**config.mk**
```make
export PLATFORM = sky130hd
export DESIGN_NAME = byte_parity_error_detector
export DESIGN_NICKNAME = d
export VERILOG_FILES = /design/src/parity_pkg.sv /design/src/byte_parity_error_detector.sv
export SDC_FILE = /design/constraint.sdc
export NUM_CORES = 1
export LEC_CHECK = 0
export BUFFER_PORTS_ARGS = -buffer_cell sky130_fd_sc_hd__buf_2
export CAP_MARGIN = 20
export CORE_ASPECT_RATIO = 1.2
export CORE_MARGIN = 2
export CORE_UTILIZATION = 43
export CTS_CLUSTER_SIZE = 10
export DETAILED_ROUTE_END_ITERATION = 10
export GPL_TIMING_DRIVEN = 1
export PLACE_DENSITY = 0.78
export SLEW_MARGIN = 20
export SYNTH_ARGS = -nofsm -noshare
export SYNTH_HDL_FRONTEND = slang
export SYNTH_SLANG_ARGS = --single-unit
```
**constraint.sdc**
```tcl
create_clock -name clk -period 1.42 [get_ports clk]
set_input_delay 0.142 -clock clk [delete_from_list [all_inputs] [get_ports clk]]
set_output_delay 0.142 -clock clk [all_outputs]
set_load 0.005 [all_outputs]
```
**src/parity_pkg.sv**
```systemverilog
// Constants and carrier types for the byte parity generator and checker.
// Assumes a 16-bit processor data path and a DRAM path of two 9-bit bytes.
package parity_pkg;

    localparam int BYTE_W  = 8;
    localparam int WORD_W  = 16;
    localparam int CODE_W  = 18;
    localparam int LO_BYTE = 0;
    localparam int HI_BYTE = 1;

    // Interrupt number put on the data bus the cycle after acknowledge; arbitrary.
    localparam logic [7:0] IRQ_VECTOR_DEF = 8'h42;

    // Parity sense: 1'b0 gives even parity across the nine stored bits.
    localparam logic PARITY_SENSE = 1'b0;

    localparam logic ERR_RESET = 1'b0;

    // One memory access on the processor side.
    typedef struct packed {
        logic              rd;
        logic              wr;
        logic [1:0]        byte_en;
        logic [WORD_W-1:0] wdata;
    } mem_req_s;

    // One word as stored in the array: parity bits and data.
    typedef struct packed {
        logic [1:0]        par;
        logic [WORD_W-1:0] data;
    } mem_word_s;

endpackage : parity_pkg

```
**src/byte_parity_error_detector.sv**
```systemverilog
// Byte parity generator and checker between a processor bus and a DRAM path.
// Assumes the memory controller times the array; reads return data the
// cycle after the read strobe.
`timescale 1ns/1ps

module byte_parity_error_detector
    import parity_pkg::*;
#(
    parameter logic [7:0] IRQ_VECTOR = IRQ_VECTOR_DEF
) (
    input  wire logic              clk,
    input  wire logic              sys_rst,
    input  wire mem_req_s          cpu_req,
    input  wire logic              interrupt_acknowledge,
    input  wire logic              rdata_valid,
    input  wire mem_word_s         mem_rdata,
    output mem_word_s              mem_wdata,
    output logic [1:0]             mem_byte_wr,
    output logic [WORD_W-1:0]      cpu_rdata,
    output logic [BYTE_W-1:0]      vector_out,
    output logic                   vector_oe,
    output logic                   parity_irq,
    output logic [1:0]             err_bytes
);

    function automatic logic byte_parity(input logic [WORD_W-1:0] w,
                                         input int                idx);
        byte_parity = (^w[idx*BYTE_W +: BYTE_W]) ^ PARITY_SENSE;
    endfunction : byte_parity

    // Generated parity for the write path and regenerated for the read path.
    wire logic [1:0] gen_par;
    wire logic [1:0] chk_par;
    wire logic [1:0] mismatch;
    wire logic       any_err;

    assign gen_par[LO_BYTE] = byte_parity(cpu_req.wdata, LO_BYTE);
    assign gen_par[HI_BYTE] = byte_parity(cpu_req.wdata, HI_BYTE);
    assign chk_par[LO_BYTE] = byte_parity(mem_rdata.data, LO_BYTE);
    assign chk_par[HI_BYTE] = byte_parity(mem_rdata.data, HI_BYTE);
    // Stored bit enters the compare directly, so a flipped parity bit shows
    // the same as a flipped data bit; two flips in one byte cancel.
    assign mismatch = rdata_valid ? (chk_par ^ mem_rdata.par)
                                  : 2'b00;
    assign any_err  = |mismatch;

    mem_word_s         wdata_reg;
    logic [1:0]        byte_wr_reg;
    logic              err_reg;
    logic [1:0]        err_bytes_reg;
    logic [WORD_W-1:0] rdata_reg;
    logic              oe_reg;
    logic [BYTE_W-1:0] vector_reg;

    // Next values, decoded here so the clocked blocks stay plain.
    wire logic [1:0]        byte_wr_next;
    wire logic [BYTE_W-1:0] vector_next;
    wire logic              err_set;
    wire logic              err_clear;

    assign byte_wr_next = cpu_req.wr ? cpu_req.byte_en : '0;
    assign vector_next  = interrupt_acknowledge ? IRQ_VECTOR : '0;
    // A set flag ignores further mismatches, but a mismatch arriving with
    // the acknowledge still sets it, so that mismatch is not lost.
    assign err_set   = any_err
                       && (!err_reg || interrupt_acknowledge);
    assign err_clear = interrupt_acknowledge;

    always_ff @(posedge clk) begin
        if (sys_rst) begin
            wdata_reg   <= '0;
            byte_wr_reg <= 2'b00;
        end else begin
            wdata_reg.data <= cpu_req.wdata;
            wdata_reg.par  <= gen_par;
            byte_wr_reg    <= byte_wr_next;
        end
    end

    // Read data passes through unchanged; nothing is corrected.
    always_ff @(posedge clk) begin
        if (sys_rst) begin
            rdata_reg <= '0;
        end else if (rdata_valid) begin
            rdata_reg <= mem_rdata.data;
        end
    end

    always_ff @(posedge clk) begin
        if (sys_rst) begin
            err_reg       <= ERR_RESET;
            err_bytes_reg <= '0;
        end else if (err_set) begin
            err_reg       <= 1'b1;
            err_bytes_reg <= mismatch;
        end else if (err_clear) begin
            err_reg       <= ERR_RESET;
            err_bytes_reg <= '0;
        end
    end

    always_ff @(posedge clk) begin
        if (sys_rst) begin
            oe_reg     <= 1'b0;
            vector_reg <= '0;
        end else begin
            oe_reg     <= interrupt_acknowledge;
            vector_reg <= vector_next;
        end
    end

    assign mem_wdata   = wdata_reg;
    assign mem_byte_wr = byte_wr_reg;
    assign cpu_rdata   = rdata_reg;
    assign parity_irq  = err_reg;
    assign err_bytes   = err_bytes_reg;
    assign vector_oe   = oe_reg;
    assign vector_out  = vector_reg;

    a_err_sets: assert property (@(posedge clk) disable iff (sys_rst)
        (!err_reg && any_err && !interrupt_acknowledge) |=> parity_irq)
        else $error("Mismatch did not raise interrupt.");

    a_err_holds: assert property (@(posedge clk) disable iff (sys_rst)
        (parity_irq && !interrupt_acknowledge) |=> parity_irq)
        else $error("Error flag dropped without acknowledge.");

    a_ack_clears: assert property (@(posedge clk) disable iff (sys_rst)
        (interrupt_acknowledge && !any_err) |=> !parity_irq)
        else $error("Acknowledge did not clear error flag.");

    a_vec_drive: assert property (@(posedge clk) disable iff (sys_rst)
        vector_oe == $past(interrupt_acknowledge))
        else $error("Vector driver enable wrong.");

    a_no_spur: assert property (@(posedge clk) disable iff (sys_rst)
        (!parity_irq && !any_err) |=> !parity_irq)
        else $error("Error flag set without mismatch.");

    a_byte_wr: assert property (@(posedge clk) disable iff (sys_rst)
        (cpu_req.wr && cpu_req.byte_en == 2'b01) |=>
        (mem_byte_wr == 2'b01))
        else $error("Byte write touched other byte.");

    a_par_gen: assert property (@(posedge clk) disable iff (sys_rst)
        cpu_req.wr |=> (mem_wdata.par[HI_BYTE] ^ ^mem_wdata.data[15:8])
        == PARITY_SENSE)
        else $error("Generated high parity wrong.");

    a_par_flip: assert property (@(posedge clk) disable iff (sys_rst)
        (rdata_valid && (^mem_rdata.data[7:0] ^ PARITY_SENSE)
        != mem_rdata.par[LO_BYTE]) |-> any_err)
        else $error("Low byte error not flagged.");

    a_no_fix: assert property (@(posedge clk) disable iff (sys_rst)
        rdata_valid |=> cpu_rdata == $past(mem_rdata.data))
        else $error("Read data altered.");

    a_ack_loses: assert property (@(posedge clk) disable iff (sys_rst)
        (interrupt_acknowledge && any_err) |=> parity_irq)
        else $error("Mismatch lost in acknowledge cycle.");

    a_err_bytes: assert property (@(posedge clk) disable iff (sys_rst)
        (!parity_irq && any_err) |=> err_bytes == $past(mismatch))
        else $error("Error byte record wrong.");

    a_bytes_hold: assert property (@(posedge clk) disable iff (sys_rst)
        (parity_irq && !interrupt_acknowledge) |=> $stable(err_bytes))
        else $error("Error byte record changed while set.");

    a_bytes_clear: assert property (@(posedge clk) disable iff (sys_rst)
        (interrupt_acknowledge && !any_err) |=> err_bytes == '0)
        else $error("Acknowledge did not clear byte record.");

    a_wr_strobe: assert property (@(posedge clk) disable iff (sys_rst)
        cpu_req.wr |=> mem_byte_wr == $past(cpu_req.byte_en))
        else $error("Write strobes differ from byte enables.");

    a_wr_idle: assert property (@(posedge clk) disable iff (sys_rst)
        !cpu_req.wr |=> mem_byte_wr == '0)
        else $error("Write strobe without write request.");

    a_wr_data: assert property (@(posedge clk) disable iff (sys_rst)
        cpu_req.wr |=> mem_wdata.data == $past(cpu_req.wdata))
        else $error("Stored data differs from written data.");

    a_par_gen_lo: assert property (@(posedge clk) disable iff (sys_rst)
        cpu_req.wr |=> (mem_wdata.par[LO_BYTE] ^ ^mem_wdata.data[7:0])
        == PARITY_SENSE)
        else $error("Generated low parity wrong.");

    a_par_flip_hi: assert property (@(posedge clk) disable iff (sys_rst)
        (rdata_valid && (^mem_rdata.data[15:8] ^ PARITY_SENSE)
        != mem_rdata.par[HI_BYTE]) |-> mismatch[HI_BYTE])
        else $error("High byte error not flagged.");

    a_no_err_idle: assert property (@(posedge clk) disable iff (sys_rst)
        !rdata_valid |-> !any_err)
        else $error("Mismatch reported outside a read.");

    a_rdata_hold: assert property (@(posedge clk) disable iff (sys_rst)
        !rdata_valid |=> $stable(cpu_rdata))
        else $error("Read data changed without a read.");

    a_vec_on: assert property (@(posedge clk) disable iff (sys_rst)
        vector_oe |-> vector_out == IRQ_VECTOR)
        else $error("Wrong interrupt number driven.");

    a_vec_off: assert property (@(posedge clk) disable iff (sys_rst)
        !vector_oe |-> vector_out == '0)
        else $error("Interrupt number shown while not driven.");

endmodule : byte_parity_error_detector

```
# After elaboration in Yosys (flattened, before gate mapping)
# Cells that the tools add are included.
op_classes:
  bitwise_logic: 2
  n_mux: 6
  reduce_logical: 10
ops:
  columns: ["op", "n"]
  rows:
  - ["8-bit XOR reduction", 4]
  - ["7-bit 2-to-1 mux", 1]
  - ["2-bit 2-to-1 mux", 3]
  - ["2-bit OR reduction", 2]
  - ["1-bit 2-to-1 mux", 2]
  - ["2-bit nonzero test", 1]
  - ["2-bit bitwise XOR", 1]
  - ["1-bit logical AND", 1]
  - ["1-bit zero test", 1]
  - ["1-bit logical OR", 1]
  - ["1-bit inverter", 1]
totals:
  ff_bits: 48
  input_bits: 42
  word_cells: 26

# Logic depth before layout (Yosys ltp)
depth:
  depth_word: 6
  mapped_depth: 5
  depth_no_buf: 5

# Least setup slack after synthesis
# Ideal clock, no wire load.
synth_timing:
  path_type: "input to register"
  startpoint: "in mem_rdata[11] (netlist name)"
  endpoint: "reg err_bytes_reg[0], in the netlist err_bytes[0]"
  setup_time_ns: 0.096
  stages: 5
  slack_ns: 0.173
  t_required_ns: 1.324
  t_arrival_ns: 1.152
  path_cell_list: "xor2_1 > xnor3_1 > mux2i_1 > and2b_1 > o41ai_2"
synth_via:
  elab_chain_cells: 6
  word_cells_on_any_way: 7
  cone_classes: "mux: 2; bitwise: 1; reduce/logical: 4"
synth_rtl:
  columns: ["element", "line", "rtl"]
  rows:
  - ["from (decl)", "byte_parity_error_detector.sv:16", "input wire mem_word_s mem_rdata,"]
  - ["8-bit XOR reduction (*)", "byte_parity_error_detector.sv:28", "byte_parity = (^w[idx*BYTE_W +: BYTE_W]) ^ PARITY_SENSE;"]
  - ["2-bit bitwise XOR (*)", "byte_parity_error_detector.sv:43", "assign mismatch = rdata_valid ? (chk_par ^ mem_rdata.par)"]
  - ["2-bit 2-to-1 mux (*)", "byte_parity_error_detector.sv:43", null]
  - ["2-bit OR reduction (*)", "byte_parity_error_detector.sv:45", "assign any_err = |mismatch;"]
  - ["1-bit logical AND (*)", "byte_parity_error_detector.sv:66", "&& (!err_reg || interrupt_acknowledge);"]
  - ["2-bit 2-to-1 mux or 2-bit nonzero test (tied branches)", null, null]
  - ["to (signal assigned)", "byte_parity_error_detector.sv:95", "err_bytes_reg <= mismatch;"]
  - ["to (decl)", "byte_parity_error_detector.sv:50", "logic [1:0] err_bytes_reg;"]
# Every way passes the cells marked *; elsewhere a longest branch is shown, timed or not.
# A chain may end at the register's enable or synchronous reset.

# Final worst setup path
layout_timing:
  startpoint: "in mem_rdata[10] (netlist name)"
  endpoint: "reg err_bytes_reg[0], in the netlist err_bytes[0]"
# The elaborated chain is that of the path after synthesis.

==> results.tsv <==
stage	metric	value	unit
detailed_routing	post-DR wirelength/cell	9.74	µm
critical_path	Worst EP required	1620	ps
place	dpl cell area	2060	µm²
power	Clk network pwr share	30.4	%
floorplan	Initial Util	44.8	%
clock_network	Setup Buffers After CTS	0	
grt	GRT overflow	0	
clock_network	post-CTS sizing	0	
floorplan	Horiz. Die Dim	60.2	µm
power	pwr dens	1140	nW/µm²
grt	largest net degree at the start of global routing	18	
finish	final core utilization	59.2	%
sta	max-slew violations	0	
floorplan	Die Span Y	71.4	µm
clock_network	hold_buf cts	0	
clock_network	clk_lat worst skew	280	ps
floorplan	Core Area	3630	µm²
finish	Finished Cell Area	2150	µm²
sta	minimum clock period	1160	ps
synth	total of warnings raised by yosys	0	
synth	Yosys cell types	18	
finish	Area growth syn-to-layout	32.1	%
floorplan	Ports	90	
outcome	status	finished, final reports clean	
synth	register bit count reported by yosys	40	
detailed_routing	drt first-iter violations	47	
sta	Max Freq	0.860	GHz
finish	max FFs per register	18	
synth	Syn Area/Cell	10.9	µm²
clock_network	Inserted Clock Buffers	5	
critical_path	crit path capture type	flip-flop	
grt	number of global-route vias before repair	1155	
place	routability cong.	0.740	
power	Switching Share	23.8	%
power	worst vdd rail ir drop	0.686	mV
finish	share of layout cells above drive strength 1	39.7	%
finish	Non-Filler Instances	286	
sta	clk_skew	3.71	ps
detailed_routing	antenna viol nets, final	0	
power	Logic pwr share	19.5	%
critical_path	critical path arrival	1360	ps
critical_path	crit start category	primary input	
grt	initial antenna violation count	0	
sta	Hold Slack	90.0	ps
sta	Final setup viols	0	
detailed_routing	vias	1224	
finish	# nets final	275	
floorplan	Die ar.	4300	µm²
synth	Synth Cell Area	1630	µm²
power	fraction of power consumed by sequential logic	50.1	%
place	IO Port Bufs	82	
place	Detailed Place HPWL	2200	µm
synth	Syn Inst Count	150	
critical_path	Max FO, Critical Path	3	
sta	final hold vios	0	
place	placed insts	278	
detailed_routing	TritonRoute pass-1 iters	4	
clock_network	H-tree levels	2	
finish	Diodes inserted	0	
power	Int Power	0.00187	W
critical_path	flop-to-flop setup slack	570	ps
clock_network	clk sinks	40	
clock_network	CTS tree	built	
detailed_routing	WL final	2790	µm
sta	Final period util	81.9	%
grt	first-pass GRT wire length	4730	µm
synth	post-synthesis sequential area ratio	49.2	%
floorplan	num rows	24	
clock_network	root buffer cell	clkbuf_8	
clock_network	clock-pin slew on the worst setup and hold paths	70	ps
detailed_routing	DRC errors left	0	
critical_path	Crit Path Class	primary input to flip-flop	
hold_path	HP Class	primary input to flip-flop	
power	Psw	0.000586	W
job	max_cap viols	0	
detailed_routing	DR vias/cell	4.28	
clock_network	Longest Clk Path Bufs	2	
grt	Tot GR Track Use	14.3	%
power	Leak	1.13	nW
sta	RSZ-0062 raised after global routing	false	
## metal layers
metal / vias up / GRT usage (%) / part of all wire (%)
li1: 627 / - / -
met1: 526 / 14.7 / 38
met2: 67 / 23.6 / 46
met3: 4 / 8.84 / 14
met4: 0 / 4.44 / 1.1
met5: - / 0 / 0
## metrics by stage
| step | setup slack [ps] | setup TNS, ps | total power [W] |
|---|---|---|---|
| 2_1_floorplan | 173 | 0 | 0.00157 |
| 3_3_place_gp | -15.6 | -15.6 | 0.00174 |
| 3_5_place_dp | -38.2 | -55.1 | 0.00175 |
| 4_1_cts | 266 | 0 | 0.00251 |
| 5_1_grt | 168 | 0 | 0.00261 |
| 6_report | 258 | 0 | 0.00246 |
## synthesized netlist by cell type
cell       n  area share (%)
buf_2      2            0.61
xnor2_1   16             8.6
nand2b_1   2            0.77
clkbuf_1   4            0.92
nor2_1    20             4.6
inv_1      2            0.46
conb_1     1            0.23
mux2i_1   18              11
nor3_1     1            0.31
xnor3_1    4             5.5
dfxtp_1   40              49
buf_4      8             3.7
nor2b_1   18             6.9
o41ai_2    2             2.0
and3b_1    2             1.1
and2b_1    2            0.92
nand2_1    4            0.92
xor2_1     4             2.2
## path summary, 6_finish.rpt
check / startpoint / to / cells after the start
min reg2reg: err_bytes[1] / err_bytes[1] / 2
min: cpu_req[14] / mem_wdata[14] / 2
max reg2reg: parity_irq / err_bytes[1] / 4
max: mem_rdata[10] / err_bytes[0] / 6
## cells in the final DEF, fill, tap and decap left out
cell / n
buf_2: 82
dfxtp_1: 40
nor2_1: 20
mux2i_1: 18
nor2b_1: 18
xnor2_1: 16
conb_1: 6
clkbuf_8: 6
xnor3_1: 4
nand2_1: 4
xor2_1: 4
buf_4: 3
and3b_1: 2
inv_1: 2
nand2b_1: 2
and2b_1: 2
o41ai_2: 2
clkbuf_1: 2
nor3_1: 1
## area by class of cell
type / count / area [µm²]
sequential: 40 / 801
tap: 52 / 65.1
clock buffer: 8 / 90.1
inverter: 2 / 7.51
multi-input combinational: 99 / 753
fill: 334 / 1480
timing repair buffer: 85 / 433
## power by group through the flow
stage / logic [W] / registers (W) / clock network, W
finish: 0.000480 / 0.00123 / 0.000748
global route: 0.000547 / 0.00124 / 0.000824
CTS: 0.000488 / 0.00123 / 0.000785
detailed placement: 0.000486 / 0.00126 / 0
global placement: 0.000483 / 0.00126 / 0
floorplan: 0.000298 / 0.00127 / 0
## worst max-delay path, cell delays in order
cell and delay, ps:
buf_2 110, xor2_1 140, xnor3_1 430, mux2i_1 170
and2b_1 180, o41ai_2 180
## cells by family (layout without fill, tap and decap cells)
logic type             count (synthesis)  count (layout)  share of synthesized area [%]
AND/OR/NAND/NOR                       49              49                           15.5
flip-flops                            40              40                           49.2
XOR/XNOR                              24              24                           16.3
multiplexers                          18              18                           11.1
buffers and inverters                 16              95                           5.69
AO/OA/AOI/OAI                          2               2                           2.00
other                                  1               6                          0.230
(Power assumes the default switching activity.)
